==> src/verilog/csi_regs.svh <==
// Register indices, field positions and reset values of the interrupt unit.
`ifndef CSI_REGS_SVH
`define CSI_REGS_SVH

// Register indices; the byte address is four times the index.
`define CSI_IDX_CHG_FLAGS   8'h04
`define CSI_IDX_CHG_MASK    8'h05
`define CSI_IDX_GLOB_CTRL   8'h1e
`define CSI_IDX_SOCK_FLAGS  8'h40
`define CSI_IDX_SOCK_MASK   8'h41
`define CSI_IDX_ROUTE       8'h42
`define CSI_IDX_CARD_CTRL   8'h91

// Legacy status-change flag and mask bits.
`define CSI_CHG_BATT_ONE    0
`define CSI_CHG_BATT_TWO    1
`define CSI_CHG_READY       2
`define CSI_CHG_PWR_DONE    3
`define CSI_CHG_DETECT      4
`define CSI_CHG_USED        8'h1f

// Socket event flag and mask bits.
`define CSI_SOCK_CARD_STATUS_CHANGE_LINE     0
`define CSI_SOCK_DET_ONE    1
`define CSI_SOCK_DET_TWO    2
`define CSI_SOCK_PWR_DONE   3
`define CSI_SOCK_USED       32'h0000000f

// Global control: flag clear mode bit.
`define CSI_GLOB_CLR_MODE   2

// Card control byte: functional request status bit.
`define CSI_CARD_FUNC       0

// Routing register fields.
`define CSI_RT_CSC_LSB      0
`define CSI_RT_FUNC_LSB     4
`define CSI_RT_TIE          8
`define CSI_RT_SERIAL       9
`define CSI_RT_USED         32'h00000377

// Reset values.
`define CSI_RST_BYTE        8'h00
`define CSI_RST_WORD        32'h00000000

`endif

==> src/verilog/csi_pkg.sv <==
// Types shared by the card socket interrupt unit.
`default_nettype none
package csi_pkg;

  // Kind of card present in the socket.
  typedef enum logic [1:0]
  {
    CARD_NONE  = 2'b00,
    CARD_MEM16 = 2'b01,
    CARD_IO16  = 2'b10,
    CARD_BUS32 = 2'b11
  } csi_card_e;

endpackage
`default_nettype wire

==> src/verilog/csi_irq_unit.sv <==
// Card socket interrupt unit: event capture, flags, masks and routing.
//
// Function
// - Sense socket events, notify host selectably.
// - Each source is status change or functional.
// - Status changes: insertion, removal, signal transitions.
// - 16-bit in legacy set, 32-bit in socket set.
// - Parallel signalling leaves on seven multipurpose terminals; serial IRQ has its own line.
// - Tied bus interrupt on terminal 0 silences parallel and serial IRQ.
// - Battery detects set and mask bits 1, 0.
// - Ready transition sets and masks bit 2.
// - I/O status-change line sets, masks bit 0.
// - 16-bit power-up done sets, masks bit 3.
// - Functional requests unmasked, shown in 91h bit 0.
// - Socket event bits 0..3, gated by socket mask.
// - Functional requests invalid for 16-bit memory cards.
// - Insertion and removal flagged for every card type.
// - Legacy flags clear on read or write-one.
// - Socket event flags clear by writing one.
//
// Register access over APB was chosen for this implementation.
`include "csi_regs.svh"
`timescale 1ns/1ns
`default_nettype none

module csi_irq_unit #(
  parameter int N_TERM = 7
)(
  // Clock and reset.
  input  wire logic        MCLK,
  input  wire logic        RESETN,
  // APB slave.
  input  wire logic        PSEL,
  input  wire logic        PENABLE,
  input  wire logic        PWRITE,
  input  wire logic [11:0] PADDR,
  input  wire logic [31:0] PWDATA,
  output logic      [31:0] PRDATA,
  output logic             PREADY,
  output logic             PSLVERR,
  // Socket side.
  input  wire logic [1:0]  CARD_TYPE,
  input  wire logic [1:0]  CARD_DETECT,
  input  wire logic        BATTERY_DETECT_ONE,
  input  wire logic        BATTERY_DETECT_TWO,
  input  wire logic        CARD_READY,
  input  wire logic        CARD_STATUS_CHANGE_LINE,
  input  wire logic        BUS_CARD_STATUS_CHANGE_LINE,
  input  wire logic        IO_CARD_IRQ_REQUEST,
  input  wire logic        BUS_CARD_IRQ_REQUEST,
  input  wire logic        POWER_UP_DONE,
  // Host side.
  output logic [N_TERM-1:0] MULTIPURPOSE_TERMINALS,
  output logic             SERIALIZED_IRQ_LINE,
  output logic             IRQ
);

  // The routing fields are three bits wide and serve seven terminals.
  generate
    if (N_TERM != 7)
    begin : g_bad_term
      $error("N_TERM must be 7");
    end
  endgenerate

  csi_pkg::csi_card_e card;
  assign card = csi_pkg::csi_card_e'(CARD_TYPE);

  // Previous samples of the socket lines for edge detection.
  logic [1:0] det_q;
  logic       bat1_q;
  logic       bat2_q;
  logic       rdy_q;
  logic       sts_q;
  logic       bsts_q;

  always_ff @(posedge MCLK)
  begin
    if (!RESETN)
    begin
      det_q  <= 2'b00;
      bat1_q <= 1'b0;
      bat2_q <= 1'b0;
      rdy_q  <= 1'b0;
      sts_q  <= 1'b0;
      bsts_q <= 1'b0;
    end
    else
    begin
      det_q  <= CARD_DETECT;
      bat1_q <= BATTERY_DETECT_ONE;
      bat2_q <= BATTERY_DETECT_TWO;
      rdy_q  <= CARD_READY;
      sts_q  <= CARD_STATUS_CHANGE_LINE;
      bsts_q <= BUS_CARD_STATUS_CHANGE_LINE;
    end
  end

  // Event decode by card type; edge events are one-cycle strobes, power done follows its level.
  logic [1:0] det_chg;
  logic       is_mem;
  logic       is_io;
  logic       is_bus;
  logic [7:0] chg_set;
  logic [31:0] sock_set;

  assign det_chg = det_q ^ CARD_DETECT;
  assign is_mem  = (card == csi_pkg::CARD_MEM16);
  assign is_io   = (card == csi_pkg::CARD_IO16);
  assign is_bus  = (card == csi_pkg::CARD_BUS32);

  always_comb
  begin
    chg_set  = 8'h00;
    sock_set = 32'h00000000;
    // Battery detects only mean something on memory cards.
    chg_set[`CSI_CHG_BATT_ONE] = is_mem &
      (bat1_q ^ BATTERY_DETECT_ONE);
    chg_set[`CSI_CHG_BATT_TWO] = is_mem &
      (bat2_q ^ BATTERY_DETECT_TWO);
    chg_set[`CSI_CHG_READY] = is_mem &
      (rdy_q ^ CARD_READY);
    // The I/O line shares bit 0; only its assertion counts.
    if (is_io && CARD_STATUS_CHANGE_LINE && !sts_q)
    begin
      chg_set[`CSI_CHG_BATT_ONE] = 1'b1;
    end
    chg_set[`CSI_CHG_PWR_DONE] = (is_mem | is_io) &
      POWER_UP_DONE;
    chg_set[`CSI_CHG_DETECT] = |det_chg;
    sock_set[`CSI_SOCK_CARD_STATUS_CHANGE_LINE] = is_bus &
      BUS_CARD_STATUS_CHANGE_LINE & !bsts_q;
    sock_set[`CSI_SOCK_DET_ONE] = det_chg[0];
    sock_set[`CSI_SOCK_DET_TWO] = det_chg[1];
    sock_set[`CSI_SOCK_PWR_DONE] = is_bus &
      POWER_UP_DONE;
  end

  // Functional request: valid for I/O and bus cards only, never masked.
  logic func_req;
  assign func_req = (is_io & IO_CARD_IRQ_REQUEST) |
                    (is_bus & BUS_CARD_IRQ_REQUEST);

  // APB decode. Zero wait states; read data is latched in setup.
  logic [9:0] idx;
  logic       setup;
  logic       acc;
  logic       wr;
  logic       rd;
  logic       hit;

  assign idx   = PADDR[11:2];
  assign setup = PSEL & !PENABLE;
  assign acc   = PSEL & PENABLE;
  assign wr    = acc & PWRITE;
  assign rd    = acc & !PWRITE;

  always_comb
  begin
    unique case (idx)
      {2'b00, `CSI_IDX_CHG_FLAGS},
      {2'b00, `CSI_IDX_CHG_MASK},
      {2'b00, `CSI_IDX_GLOB_CTRL},
      {2'b00, `CSI_IDX_SOCK_FLAGS},
      {2'b00, `CSI_IDX_SOCK_MASK},
      {2'b00, `CSI_IDX_ROUTE},
      {2'b00, `CSI_IDX_CARD_CTRL}: hit = 1'b1;
      default:                    hit = 1'b0;
    endcase
  end

  assign PREADY  = 1'b1;
  assign PSLVERR = acc & !hit;

  // Configuration registers written by software.
  logic [7:0]  chg_mask_q;
  logic [7:0]  glob_q;
  logic [31:0] sock_mask_q;
  logic [31:0] route_q;

  always_ff @(posedge MCLK)
  begin
    if (!RESETN)
    begin
      chg_mask_q  <= `CSI_RST_BYTE;
      glob_q      <= `CSI_RST_BYTE;
      sock_mask_q <= `CSI_RST_WORD;
      route_q     <= `CSI_RST_WORD;
    end
    else if (wr)
    begin
      if (idx == {2'b00, `CSI_IDX_CHG_MASK})
        chg_mask_q <= PWDATA[7:0] & `CSI_CHG_USED;
      if (idx == {2'b00, `CSI_IDX_GLOB_CTRL})
        glob_q <= PWDATA[7:0];
      if (idx == {2'b00, `CSI_IDX_SOCK_MASK})
        sock_mask_q <= PWDATA & `CSI_SOCK_USED;
      if (idx == {2'b00, `CSI_IDX_ROUTE})
        route_q <= PWDATA & `CSI_RT_USED;
    end
  end

  // Legacy flags. Reset value clears, so clear-on-read is the default.
  logic       clr_w1c;
  logic [7:0] chg_flags_q;
  logic [7:0] chg_clr;

  assign clr_w1c = glob_q[`CSI_GLOB_CLR_MODE];

  always_comb
  begin
    chg_clr = 8'h00;
    if (idx == {2'b00, `CSI_IDX_CHG_FLAGS})
    begin
      if (clr_w1c && wr)
        chg_clr = PWDATA[7:0];
      else if (!clr_w1c && rd)
        chg_clr = 8'hff;
    end
  end

  // A new event wins over a clear in the same cycle.
  always_ff @(posedge MCLK)
  begin
    if (!RESETN)
      chg_flags_q <= `CSI_RST_BYTE;
    else
      chg_flags_q <= (chg_flags_q & ~chg_clr) | chg_set;
  end

  // Socket event flags, write one to clear; set wins likewise.
  logic [31:0] sock_flags_q;
  logic [31:0] sock_clr;

  assign sock_clr = (wr && idx == {2'b00, `CSI_IDX_SOCK_FLAGS}) ?
                    PWDATA : 32'h00000000;

  always_ff @(posedge MCLK)
  begin
    if (!RESETN)
      sock_flags_q <= `CSI_RST_WORD;
    else
      sock_flags_q <= (sock_flags_q & ~sock_clr) | sock_set;
  end

  // Read mux, sampled in the setup cycle so PRDATA is a flop.
  // The clear-on-read side effect acts at the access edge, so the
  // value returned is the one seen before that clear.
  logic [31:0] rdata;

  always_comb
  begin
    rdata = 32'h00000000;
    unique case (idx)
      {2'b00, `CSI_IDX_CHG_FLAGS}:  rdata[7:0] = chg_flags_q;
      {2'b00, `CSI_IDX_CHG_MASK}:   rdata[7:0] = chg_mask_q;
      {2'b00, `CSI_IDX_GLOB_CTRL}:  rdata[7:0] = glob_q;
      {2'b00, `CSI_IDX_SOCK_FLAGS}: rdata = sock_flags_q;
      {2'b00, `CSI_IDX_SOCK_MASK}:  rdata = sock_mask_q;
      {2'b00, `CSI_IDX_ROUTE}:      rdata = route_q;
      {2'b00, `CSI_IDX_CARD_CTRL}:
        rdata[`CSI_CARD_FUNC] = func_req;
      default:                      rdata = 32'h00000000;
    endcase
  end

  always_ff @(posedge MCLK)
  begin
    if (!RESETN)
      PRDATA <= `CSI_RST_WORD;
    else if (setup && !PWRITE)
      PRDATA <= rdata;
  end

  // Request levels. Status changes are masked; functional ones are not.
  logic csc_req;
  logic any_req;

  assign csc_req = |(chg_flags_q & chg_mask_q) |
                   |(sock_flags_q & sock_mask_q);
  assign any_req = csc_req | func_req;

  // Terminal routing. With the tie bit set every request goes out on
  // terminal 0 as the bus interrupt; otherwise, outside serial mode, status
  // changes and functional requests use their own terminals, which may share one.
  logic [2:0]        csc_term;
  logic [2:0]        func_term;
  logic              tie;
  logic              serial;
  logic [N_TERM-1:0] term_d;
  logic [N_TERM-1:0] term_q;

  assign csc_term  = route_q[`CSI_RT_CSC_LSB +: 3];
  assign func_term = route_q[`CSI_RT_FUNC_LSB +: 3];
  assign tie       = route_q[`CSI_RT_TIE];
  assign serial    = route_q[`CSI_RT_SERIAL];

  genvar t;
  generate
    for (t = 0; t < N_TERM; t = t + 1)
    begin : g_term
      // In serial mode the IRQ lines go quiet, but terminal 0 may still
      // carry the bus interrupt when tied.
      assign term_d[t] =
        (tie && t == 0 && any_req) ||
        (!tie && !serial && csc_req && csc_term == 3'(t)) ||
        (!tie && !serial && func_req &&
         func_term == 3'(t));
    end
  endgenerate

  // Outputs are registered so the host sees glitch-free levels.
  always_ff @(posedge MCLK)
  begin
    if (!RESETN)
    begin
      term_q              <= '0;
      SERIALIZED_IRQ_LINE <= 1'b0;
      IRQ                 <= 1'b0;
    end
    else
    begin
      term_q              <= term_d;
      SERIALIZED_IRQ_LINE <= serial & !tie & any_req;
      IRQ                 <= any_req;
    end
  end

  assign MULTIPURPOSE_TERMINALS = term_q;

endmodule // csi_irq_unit
`default_nettype wire

==> config.mk <==
export PLATFORM = sky130hd
export DESIGN_NAME = csi_irq_unit
export DESIGN_NICKNAME = d
export VERILOG_FILES = /design/src/verilog/csi_pkg.sv /design/src/verilog/csi_irq_unit.sv
export VERILOG_INCLUDE_DIRS = /design/src /design/src/verilog
export SDC_FILE = /design/constraint.sdc
export NUM_CORES = 1
export LEC_CHECK = 0
export ABC_AREA = 1
export BUFFER_PORTS_ARGS = -buffer_cell sky130_fd_sc_hd__buf_2
export CAP_MARGIN = 20
export CORE_MARGIN = 4
export CORE_UTILIZATION = 45
export CTS_CLUSTER_SIZE = 24
export DETAILED_ROUTE_END_ITERATION = 16
export PLACE_DENSITY = 0.76
export RECOVER_POWER = 50
export SYNTH_ARGS = -nofsm -noshare
export SYNTH_HDL_FRONTEND = slang
export SYNTH_SLANG_ARGS = --single-unit
export TNS_END_PERCENT = 10
==> constraint.sdc <==
create_clock -name MCLK -period 1.68 [get_ports MCLK]
set_input_delay 0.084 -clock MCLK [delete_from_list [all_inputs] [get_ports MCLK]]
set_output_delay 0.084 -clock MCLK [all_outputs]
set_load 0.005 [all_outputs]
==> Word level (Yosys, flattened, before mapping) <==
Cells that the tools add are included.
{ "totals": {"regBits": 113, "output_inout_bits": 43} }
{ "classes": {"eq_ne": 22, "n_reduce_logical": 50, "muxes": 9, "bitwise": 32} }
{ "op_table": {"columns": ["cell", "count"], "rows": [
  ["$pmux 24 s2", 1],
  ["$pmux 7 s6", 1],
  ["$and 32x32->32", 1],
  ["$and 32x4->32", 1],
  ["$mux 32", 1],
  ["$not 32->32", 1],
  ["$or 32x4->32", 1],
  ["$reduce_or 32->1", 1],
  ["$eq 10x7->1 const B", 3],
  ["$logic_and 1x1->1", 24],
  ["$mux 8", 3],
  ["$eq 10x3->1 const B", 2],
  ["$eq 3x3->1 const B", 6],
  ["$and 1x1->1", 16],
  ["$eq 3x2->1 const B", 4],
  ["$eq 10x5->1 const B", 1],
  ["$eq 10x8->1 const B", 1],
  ["$and 8x5->8", 1],
  ["$and 8x8->8", 1],
  ["$logic_not 1->1", 8],
  ["$logic_or 1x1->1", 8],
  ["$not 8->8", 1],
  ["$or 8x5->8", 1],
  ["$reduce_and 2->1", 4],
  ["other kinds (12)", 21]
]} }

==> Depth between registers and ports, before layout <==
Gate-level depths: netlist (run 1).
{ "depth": {"word_depth": 9, "mapped_depth": 12} }

==> Least setup slack after synthesis (run 1) <==
No wires, ideal clock.
{ "synth_path": {"path_kind": "reg2reg", "from": "register route_q[9]", "to": "register term_q[0], in the netlist MULTIPURPOSE_TERMINALS[0]", "setup_slack_ps": 506, "path_stages_with_launch": 8, "t_arrival_ps": 1118, "n_path_buf": 0, "cell_sequence": "dfxtp_1 nor2_1 nand2_1 nor2_1 nand2_1 nand3_1 nand2_1 inv_1"} }
{ "synth_via": {"elab_chain_len": 6, "word_cells_on_any_way": 8, "classes_between": "reduce/logical (8)"} }
{ "synth_lines": {"columns": ["element", "line", "source"], "rows": [
  ["start: declaration", "csi_irq_unit.sv:179", "logic [31:0] route_q;"],
  ["start signal: assignment", "csi_irq_unit.sv:188", "route_q <= `CSI_RST_WORD;"],
  ["start signal: assignment", "csi_irq_unit.sv:199", "route_q <= PWDATA & `CSI_RT_USED;"],
  ["$logic_not 1->1 (*)", "csi_irq_unit.sv:306, csi_irq_unit.sv:307", null],
  ["$logic_and 1x1->1 (*)", "csi_irq_unit.sv:306, csi_irq_unit.sv:307", null],
  ["$logic_and 1x1->1 (2 in series)", "csi_irq_unit.sv:306", "(!tie && !serial && csc_req && csc_term == 3'(t)) ||"],
  ["$logic_or 1x1->1", "csi_irq_unit.sv:305", "(tie && t == 0 && any_req) ||"],
  ["$logic_or 1x1->1 (*)", "csi_irq_unit.sv:306", null],
  ["end signal: assignment", "csi_irq_unit.sv:323", "term_q <= term_d;"],
  ["end: declaration", "csi_irq_unit.sv:291", "logic [N_TERM-1:0] term_q;"]
]} }
Mark *: on every way between the ends. The rest lies on a longest branch, timed or not.
A chain may end at the register's enable or synchronous reset.

==> Worst setup path after layout (run 1) <==
{ "layout_path": {"from": "input port RESETN", "to": "register glob_q[3]"} }
{ "layout_rtl": {"columns": ["element", "line", "source"], "rows": [
  ["start: declaration", "csi_irq_unit.sv:31", "input wire logic RESETN,"],
  ["end signal: assignment", "csi_irq_unit.sv:186", "glob_q <= `CSI_RST_BYTE;"],
  ["end signal: assignment", "csi_irq_unit.sv:195", "glob_q <= PWDATA[7:0];"],
  ["end: declaration", "csi_irq_unit.sv:177", "logic [7:0] glob_q;"]
]} }
No word-level cell between the ends.

==> summary.txt, run 1 <==
Run status
  • Status: finished, final reports clean

Timing
  • FMAX: 0.690 GHz
  • Final Hold Viols: 0
  • Final setup TNS: 0 ns
  • Final setup fails: 0
  • Worst Tran Pin Value: around 0.86 ns
  • Clock Skew: 0.00799 ns
  • Slew Viols, Final: 0
  • Setup WS post-layout: 0.231 ns
  • Fin crit period: 1.45 ns
  • Final Cycle Share: between 80% and 90%
  • Unrepaired setup endpoints after global routing: no
  • Slew headroom: 42.5%

Cells and area
  • Leading cell type in the layout, fill and taps excluded: nand2_1
  • Ant diodes: 0
  • Highest-count cells in the layout ignoring fill and taps: nand2_1 (122), dfxtp_1 (113), buf_2 (90), inv_1 (88), nor2_1 (66)
  • Layout cells sized above 1: 18.3%
  • Final #Nets: 865
  • Filler cells: between 900 and 1000
  • Layout area overhead: 34.1%

Logic synthesis
  • Ys Warns: 0
  • Yosys top cell by area: dfxtp_1
  • Syn avg cell area: ~7.4 µm²
  • Mapped cell area: 0.00488 mm²
  • Post-synthesis register bit count: 113
  • Syn Inst Count: between 600 and 700
  • Synth Net Count: 722
  • Seq/Total Area, Yosys: 46.3%
  • Unique cell type count in the Yosys netlist: 35
  • Yosys top cell area share: 46.3%
  • Synth area leaders: dfxtp_1 (46%), nand2_1 (9.4%), inv_1 (6.7%)

Die
  • Initial core utilization: between 40% and 50%
  • IO Pins: 104
  • Die Y: about 110 µm
  • Die footprint: 0.0126 mm²
  • # rows: 37
  • Core area: 0.0105 mm²
  • Die width: roughly 110 µm

Pwr
  • Int Power: between 0.005 and 0.006 W
  • Clock share of power: 54.7%
  • Sw Ratio: between 20% and 30%
  • Gate power share: roughly 6.4%
  • Cell Pwr Density: 1090 mW/mm²
  • Max VDD drop: 714 µV
  • Sequential share of power: 38.9%
  • Leakage: 3.01 nW
  • Net Sw Power: 0.00160 W
  • Total power: 0.00713 W

Critical path
  • Most frequent CP cell: buf_2
  • Crit path DAT: ~1.9 ns
  • Worst path cell trace: dlygate4sd3_1 -> buf_2 -> clkinv_1 -> buf_2 -> a211oi_1
  • Slowest CP cell: dlygate4sd3_1
  • Slowest stage delay, CP: 0.51 ns
  • Nature of the critical path endpoint: flop
  • CP required: 2.10 ns
  • Crit Path Max Fanout: 45
  • Flop-to-flop setup slack: 0.34 ns
  • Worst Setup Start Kind: primary input
  • Crit path kind: primary input to flop

Route
  • Pre-antenna DRT Iters: 5
  • Routed wire per std cell: 14.6 µm
  • Iteration-0 DRC Markers: between 400 and 500
  • Drt total wl: 13800 µm
  • Post-route ant nets: 0
  • Post-DR vias/cell: 5.17
  • Number of remaining DRC errors: 0
  • Total number of vias: 4915

Clock network
  • Clk sinks: 113
  • CTS tree: built
  • H-tree levels: 4
  • CTS Buf Count: 17
  • CTS Buffer Depth: 2
  • Worst-Skew Late Latency: 0.52 ns
  • Post-cts resize count: 0
  • Clk root buf: clkbuf_8
  • Clock transition at the registers of the reported paths: approximately 0.060 ns

Placed design
  • Final HPWL DP: 9390 µm
  • IO buf count: 100
  • GPL Wtd Cong: 0.936
  • Pre-CTS setup slack: 0.160 ns

GRT
  • Gr busiest metal: met2
  • GR Util met2: a little under two fifths
  • Total track usage: 22.1%
  • Vias in the first global route: 4778
  • Initial antenna violation count: 0
  • Met1 usage: a little over a quarter
  • Largest net degree at the start of global routing: 56
  • First-pass GRT wire length: roughly 23000 µm
  • Met3 usage: 4.64%
  • Total congestion overflow after global routing: 0

Flow run
  • Max Cap Viol: 0

Hold path
  • Worst hold path type: primary input to flop
==> power by group through the flow <==
stage	registers, W	clock network (W)	logic [W]
3_3_place_gp	0.00283	0	0.000368
4_1_cts	0.00277	0.00393	0.000458
2_1_floorplan	0.00282	0	0.000186
5_1_grt	0.00278	0.00406	0.000501
6_report	0.00277	0.00390	0.000453
3_5_place_dp	0.00283	0	0.000378
==> metal layers <==
metal | vias up | wire [µm]
met3 | 40 | 803
met1 | 2241 | 5890
met5 | - | 0
li1 | 2448 | -
met2 | 186 | 6670
met4 | 0 | 470
==> sequential cells by signal, summed over array words and instances, names as in the netlist, 4 cells and up <==
| signal | count |
|---|---|
| MULTIPURPOSE_TERMINALS | 7 |
| PRDATA | 32 |
| chg_flags_q | 8 |
| chg_mask_q | 5 |
| glob_q | 8 |
| route_q | 8 |
| sock_flags_q | 32 |
| sock_mask_q | 4 |
==> final timing paths <==
path                         start  depth (start not counted)                to
hold / removal        CARD_TYPE[1]                          4   sock_flags_q[3]
setup / recovery            RESETN                          5         glob_q[3]
setup reg to reg         glob_q[2]                          6    chg_flags_q[4]
hold reg to reg   sock_flags_q[18]                          2  sock_flags_q[18]
==> repair_timing <==
action,in CTS,in global routing
hold buffers,42,0
setup buffers,0,0
endpoints found under the hold margin,72,0
==> cell type report <==
cell class                      instances  area (µm²)  share of cell area [%]
Clock inverter                         14         226                    3.46
Timing Repair Buffer                  152        1020                    15.5
Clock buffer                           18         418                    6.38
Multi-Input combinational cell        425        2110                    32.2
Tap cell                              136         170                    2.60
Sequential cell                       113        2260                    34.5
Inverter                               92         345                    5.27
==> through the flow <==
step           std cells  utilization, %  instance area [µm²]  hold slack, ns
6_report             950            62.6                 6550          0.0948
5_1_grt              950            62.6                 6550           0.113
4_1_cts              950            63.0                 6590          0.0916
3_5_place_dp         876            52.8                 5520           0.290
3_3_place_gp         876            52.8                 5520           0.277
2_1_floorplan        658               -                 4880           0.177
==> cells by family after synthesis <==
family                     count (synthesis)  share of synthesized area, %
AOI/OAI and AO/OA                        135                          16.1
other                                      1                        0.0768
adders and majority gates                  3                         0.769
xor gates and xnor gates                   2                         0.359
DFF                                      113                          46.3
and+or+nand+nor                          284                          26.0
buffers and inverters                    120                          10.4
==> Yosys cell counts <==
master and n:
nand2_1 122, inv_1 87, or2_2 1, a21oi_1 51, buf_4 1, nand4_1 18
buf_6 6, nor2_2 6, dfxtp_1 113, a22o_1 1, buf_2 5, inv_2 3
buf_1 5, o21bai_1 2, xnor2_1 2, nand3_2 2, nor2_1 66, ha_1 3
nand3_1 54, nand2_2 1, o21ai_0 41, clkinv_1 1, nand3b_1 1, a211oi_1 23
nor3_1 7, a211oi_2 2, o21ai_1 3, o211ai_1 10, conb_1 1, nor2_4 5
nand2_4 1, o21a_1 1, a31oi_1 1, clkbuf_1 11, clkinv_2 1
==> critical path: cells and delay by family <==
kind / cells / cell delay (ns)
buffers and inverters: 4 / 1.38
AOI/OAI and AO/OA: 1 / 0.36
Note: power is estimated with default switching activity, not from simulation.
==> run 2, diff against run 1 <==
--- a/config.mk
+++ b/config.mk
@@ -7,13 +7,13 @@
 export NUM_CORES = 1
 export LEC_CHECK = 0
 export ABC_AREA = 1
-export BUFFER_PORTS_ARGS = -buffer_cell sky130_fd_sc_hd__buf_2
 export CAP_MARGIN = 20
 export CORE_MARGIN = 4
-export CORE_UTILIZATION = 45
+export CORE_UTILIZATION = 63
 export CTS_CLUSTER_SIZE = 24
 export DETAILED_ROUTE_END_ITERATION = 16
-export PLACE_DENSITY = 0.76
+export DONT_BUFFER_PORTS = 1
+export PLACE_DENSITY = 0.87
 export RECOVER_POWER = 50
 export SYNTH_ARGS = -nofsm -noshare
 export SYNTH_HDL_FRONTEND = slang
==> run 2 against run 1 <==
Cell area down 4.9%. Sequential share of layout area up 1.8 points. Die area fell by 27%. Routed wire length rose by 21%. Critical path type unchanged. Critical endpoint is now sock_flags_q[3]. Register-to-register slack got worse by 0.15 ns. Critical path depth unchanged. Global-route usage increased by 14 points. First-iteration DRC count up 59%.
==> summary.txt, run 2 (synthesis gave the netlist of run 1 again) <==
Run status
  • Status: finished, final reports clean

Die
  • Core area: 0.00741 mm² (-29%)
  • Die width: 96.0 µm (-14%)
  • Die footprint: 0.00922 mm² (-27%)
  • Die Y: 96.0 µm (-14%)
  • Initial core utilization: 65.9% (+19 points)
  • IO Pins: 104 (unchanged)
  • # rows: 31 (-16%)

Timing
  • Worst Tran Pin Value: 0.823 ns (-0.0389 ns)
  • Slew Viols, Final: 0 (unchanged)
  • Slew headroom: 45.0% (+2.5 points)
  • Final Hold Viols: 0 (unchanged)
  • Clock Skew: 0.0121 ns (+0.00415 ns)
  • Fin crit period: 1.53 ns (+0.0777 ns)
  • Final setup TNS: 0 ns (unchanged)
  • Final setup fails: 0 (unchanged)
  • FMAX: 0.655 GHz (-5.1%)
  • Final Cycle Share: 90.9% (+4.6 points)
  • Unrepaired setup endpoints after global routing: no

Placed design
  • GPL Wtd Cong: 0.958 (+2.3%)
  • Placed Area: 0.00491 mm² (-11%)
  • IO buf count: 0 (-100%)
  • Cells after DPL: 735 (-16%)
  • Final HPWL DP: 8570 µm (-8.7%)

Cells and area
  • Area of the multi-input gates: 0.00209 mm² (-0.77%)
  • Layout area overhead: 27.6%
  • Leading cell type in the layout, fill and taps excluded: nand2_1
  • Largest registers: PRDATA x32, sock_flags_q x32
  • Filler cells: 393 (-57%)
  • Final #Nets: 787 (-9.0%)
  • Final instance area: 0.00623 mm² (-4.9%)
  • Finished Layout Cells: 835 (-12%)
  • Layout cells sized above 1: 8.02% (-10 points)
  • Ant diodes: 0 (unchanged)
  • Highest-count cells in the layout ignoring fill and taps: nand2_1 (122), dfxtp_1 (113), inv_1 (87), nor2_1 (71), dlygate4sd3_1 (64)
  • Reg area: 0.00226 mm² (unchanged)

Route
  • Iteration-0 DRC Markers: 695 (+59%)
  • Post-route ant nets: 0 (unchanged)
  • Post-DR vias/cell: 6.22 (+20%)
  • Routed wire per std cell: 20.1 µm (+38%)
  • Pre-antenna DRT Iters: 6 (+1)
  • Total number of vias: 5193 (+5.7%)
  • Number of remaining DRC errors: 0 (unchanged)
  • Drt total wl: 16800 µm (+21%)

Critical path
  • Reg2reg start: chg_flags_q[1]
  • Worst Setup Start Kind: primary input
  • CP required: 2.08 ns (-0.02 ns)
  • Crit path launch: POWER_UP_DONE
  • Worst reg2reg path depth: 8 (+2)
  • Nature of the critical path endpoint: flop
  • Crit path kind: primary input to flop
  • Flop-to-flop setup slack: 0.19 ns (-0.15 ns)
  • Crit path DAT: 1.93 ns (+0.06 ns)
  • Critical R2R Capture: MULTIPURPOSE_TERMINALS[0]
  • Crit Path Max Fanout: 2 (-96%)

Clock network
  • Clock transition at the registers of the reported paths: 0.06 ns (about the same)
  • Worst-Skew Late Latency: 0.52 ns (about the same)
  • Clk root buf: clkbuf_8
  • CTS Buffer Depth: 2 (unchanged)
  • CTS Buf Count: 17 (unchanged)
  • CTS tree: built
  • Clk sinks: 113 (unchanged)
  • H-tree levels: 4 (unchanged)

GRT
  • GR Util met2: 60.0% (+23 points)
  • First-pass GRT wire length: 25000 µm (+11%)
  • Vias in the first global route: 4943 (+3.5%)
  • Gr busiest metal: met2
  • Total track usage: 36.0% (+14 points)
  • Largest net degree at the start of global routing: 62 (+11%)
  • Total congestion overflow after global routing: 0 (unchanged)
  • Met1 usage: 40.8% (+14 points)
  • Initial antenna violation count: 0 (unchanged)
  • Met3 usage: 12.3% (+7.6 points)

Hold path
  • Worst hold path type: primary input to flop
  • Hold Path Sink: PRDATA[9]
  • Min-delay src: PADDR[10]
  • Hold-critical path depth: 7 (+3)

Pwr
  • Leakage: 2.68 nW (-11%)
  • Max VDD drop: 947 µV (+33%)
  • Cell Pwr Density: 1150 mW/mm² (+5.5%)

Flow run
  • Max Cap Viol: 0 (unchanged)
run 2: changes by cell type in the layout (fill, tap and decap cells not counted), moves of 3 or more:
cell / delta
buf_2: -90
clkbuf_1: -12
clkinv_2: +3
dlygate4sd3_1: +22
nor2_1: +5
nor2_4: -3
run 2: worst max path at each step:
stage                                      endpoint  slack, ns  depth (start not counted)
after floorplan           MULTIPURPOSE_TERMINALS[0]       0.51                          7
after global placement               chg_flags_q[4]       0.31                          6
after detailed placement             chg_flags_q[0]       0.23                          7
after CTS                                PRDATA[25]       0.12                          6
after global routing               sock_flags_q[31]       0.04                          9
final                               sock_flags_q[3]       0.15                          5
run 2: power breakdown:
group | switching, W | total [W] | internal, W | leakage (nW)
Clock | 0.00133 | 0.00397 | 0.00264 | 0.318
Combinational | 0.000228 | 0.000392 | 0.000164 | 1.45
Sequential | 0.0000522 | 0.00279 | 0.00274 | 0.917
run 2: final cells by class:
type,instances,share of cell area (%)
clock buffer,19,7.09
sequential,113,36.3
clock inverter,13,3.33
inverter,92,5.56
multi-input combinational,425,33.6
tap,99,1.99
timing repair buffer,74,12.1
run 2: routing by layer:
layer | share of wire (%) | routed length, µm
met4 | 4.9 | 817
met1 | 34 | 5740
met3 | 12 | 2010
met2 | 49 | 8230
met5 | 0 | 0
run 2: critical path, cell delays in order:
cell,delay (ns)
dlygate4sd3_1,0.56
nand2_1,0.09
dlygate4sd3_1,0.55
a21oi_1,0.06
dlygate4sd3_1,0.59
run 2: what timing repair did:
action,CTS,global route
endpoints found under the hold margin,103,0
hold buffers,65,0
gates resized for setup,0,1
buffers inserted,0,2
endpoints found under the setup margin,0,2
run 2: per-stage QoR:
step	setup slack, ns	utilization, %	power, W	hold WS, ns
2_1_floorplan	0.506	-	0.00301	0.177
3_3_place_gp	0.314	66.3	0.00304	0.179
3_5_place_dp	0.234	66.3	0.00305	0.183
4_1_cts	0.117	83.9	0.00706	0.0325
5_1_grt	0.0447	84.1	0.00729	0.0926
6_report	0.154	84.1	0.00715	0.0399
==> run 3, diff against run 2 <==
--- a/config.mk
+++ b/config.mk
@@ -9,11 +9,11 @@
 export ABC_AREA = 1
 export CAP_MARGIN = 20
 export CORE_MARGIN = 4
-export CORE_UTILIZATION = 63
+export CORE_UTILIZATION = 45
 export CTS_CLUSTER_SIZE = 24
 export DETAILED_ROUTE_END_ITERATION = 16
 export DONT_BUFFER_PORTS = 1
-export PLACE_DENSITY = 0.87
+export PLACE_DENSITY = 0.68
 export RECOVER_POWER = 50
 export SYNTH_ARGS = -nofsm -noshare
 export SYNTH_HDL_FRONTEND = slang
==> run 3 against run 2 <==
First-iteration DRC count is 35% lower. Clock skew down 0.0022 ns. Utilization decreased by 24 points. Worst setup slack gained 0.013 ns. Sequential power about the same. Clock power hardly changed. Total power about the same. Non-clock buffer count shrank 4.
==> summary.txt, run 3 (synthesis gave the netlist of run 1 again) <==
Route
  • Pre-antenna DRT Iters: 6 (unchanged)
  • Drt total wl: 13900 µm (-17%)
  • Number of remaining DRC errors: 0 (unchanged)
  • Post-DR vias/cell: 5.32 (-14%)
  • Iteration-0 DRC Markers: 452 (-35%)
  • Total number of vias: 4615 (-11%)
  • Routed wire per std cell: 16.0 µm (-20%)
  • Post-route ant nets: 0 (unchanged)

Die
  • Die width: 112 µm (+17%)
  • Die footprint: 0.0126 mm² (+36%)
  • IO Pins: 104 (unchanged)
  • Die Y: 112 µm (+17%)
  • Core area: 0.0105 mm² (+41%)
  • # rows: 37 (+19%)
  • Initial core utilization: 46.7% (-19 points)

Critical path
  • Crit path kind: primary input to flop
  • Crit Path Max Fanout: 28 (+26)
  • CP required: 2.14 ns (+0.06 ns)
  • Crit path DAT: 1.97 ns (+0.04 ns)
  • Nature of the critical path endpoint: flop
  • Worst Setup Start Kind: primary input

Timing
  • Worst Tran Pin Value: 0.806 ns (-0.0173 ns)
  • Final Cycle Share: 90.1% (-0.80 points)
  • Clock Skew: 0.00990 ns (-0.00224 ns)
  • Final Hold Viols: 0 (unchanged)
  • Slew Viols, Final: 0 (unchanged)
  • Slew headroom: 46.2% (+1.2 points)
  • Final setup fails: 0 (unchanged)
  • Fin crit period: 1.51 ns (-0.0134 ns)
  • FMAX: 0.661 GHz (+0.89%)
  • Final setup TNS: 0 ns (unchanged)
  • Unrepaired setup endpoints after global routing: no
  • Setup WS post-layout: 0.167 ns (+0.0134 ns)

Clock network
  • CTS tree: built
  • Clock transition at the registers of the reported paths: 0.05 ns (about the same)
  • Clk root buf: clkbuf_8
  • CTS Buffer Depth: 2 (unchanged)
  • H-tree levels: 4 (unchanged)
  • CTS Buf Count: 17 (unchanged)
  • Worst-Skew Late Latency: 0.52 ns (about the same)
  • Clk sinks: 113 (unchanged)

Placed design
  • Pre-CTS setup slack: 0.251 ns (+0.0162 ns)
  • Final HPWL DP: 8620 µm (+0.66%)
  • GPL Wtd Cong: 0.890 (-7.1%)
  • IO buf count: 0 (unchanged)

Hold path
  • Worst hold path type: primary input to flop

Cells and area
  • Reg area: 0.00226 mm² (unchanged)
  • Ant diodes: 0 (unchanged)
  • Final #Nets: 783 (-0.51%)
  • Filler cells: 963 (+150%)
  • Layout cells sized above 1: 7.39% (-0.63 points)
  • Area of the multi-input gates: 0.00209 mm² (-0.24%)
  • Layout area overhead: 28.1%
  • Highest-count cells in the layout ignoring fill and taps: nand2_1 (123), dfxtp_1 (113), inv_1 (87), nor2_1 (70), dlygate4sd3_1 (61)
  • Leading cell type in the layout, fill and taps excluded: nand2_1
  • Largest registers: PRDATA x32, sock_flags_q x32

Pwr
  • Max VDD drop: 911 µV (-3.8%)
  • Leakage: 2.67 nW (-0.68%)
  • Cell Pwr Density: 1140 mW/mm² (-0.40%)

GRT
  • Vias in the first global route: 4450 (-10%)
  • Total track usage: 21.8% (-14 points)
  • First-pass GRT wire length: 21800 µm (-13%)
  • Total congestion overflow after global routing: 0 (unchanged)
  • Largest net degree at the start of global routing: 62 (unchanged)
  • GR Util met2: 35.6% (-24 points)
  • Gr busiest metal: met2
  • Initial antenna violation count: 0 (unchanged)
  • Met1 usage: 27.3% (-13 points)
  • Met3 usage: 5.88% (-6.4 points)

Run status
  • Status: finished, final reports clean

Flow run
  • Max Cap Viol: 0 (unchanged)
## run 3: report_power, final
group | switching, W | total, W | internal [W]
Sequential | 0.0000450 | 0.00279 | 0.00274
Combinational | 0.000208 | 0.000366 | 0.000158
Clock | 0.00119 | 0.00400 | 0.00281
## run 3: through the flow
stage | hold slack [ns] | total power [W] | util [%] | instances | instance area, µm²
floorplan | 0.177 | 0.00301 | - | 658 | 4880
global placement | 0.178 | 0.00305 | 47.6 | 772 | 4980
detailed placement | 0.183 | 0.00306 | 47.6 | 772 | 4980
CTS | 0.0164 | 0.00720 | 60.0 | 865 | 6280
global route | 0.0711 | 0.00740 | 59.8 | 867 | 6260
finish | 0.0418 | 0.00715 | 59.8 | 867 | 6260
## run 3: routing by layer
metal	up-vias	share of wire [%]
li1	2284	-
met1	2126	44
met2	186	48
met3	19	6.6
met4	0	2.2
met5	-	0
## run 3: worst max-delay path: stages
cell and delay, ns:
dlygate4sd3_1 0.58, nor3_4 0.26, clkbuf_16 0.26, o21ai_0 0.09
a21oi_1 0.12, dlygate4sd3_1 0.57
## run 3: final cells by class
class,count,area share [%]
Multi-Input combinational cell,425,33.4
Timing Repair Buffer,70,11.6
Clock buffer,21,7.34
Inverter,92,5.54
Tap cell,136,2.72
Sequential cell,113,36.2
Clock inverter,10,3.28
## run 3: final timing paths
path / from / slack [ns] / cells after the start / to
hold / removal: PADDR[5] / 0.04 / 6 / PRDATA[2]
setup / recovery: PENABLE / 0.17 / 6 / PRDATA[22]
setup reg to reg: chg_flags_q[1] / 0.24 / 6 / SERIALIZED_IRQ_LINE
hold reg to reg: sock_flags_q[13] / 0.45 / 2 / sock_flags_q[13]
## run 3: timing repair
action                     CTS  global route
hold buffers                62             0
hold endpoints to repair   105             0
gates resized for setup      0             2
setup buffers                0             1
setup endpoints to repair    0             1
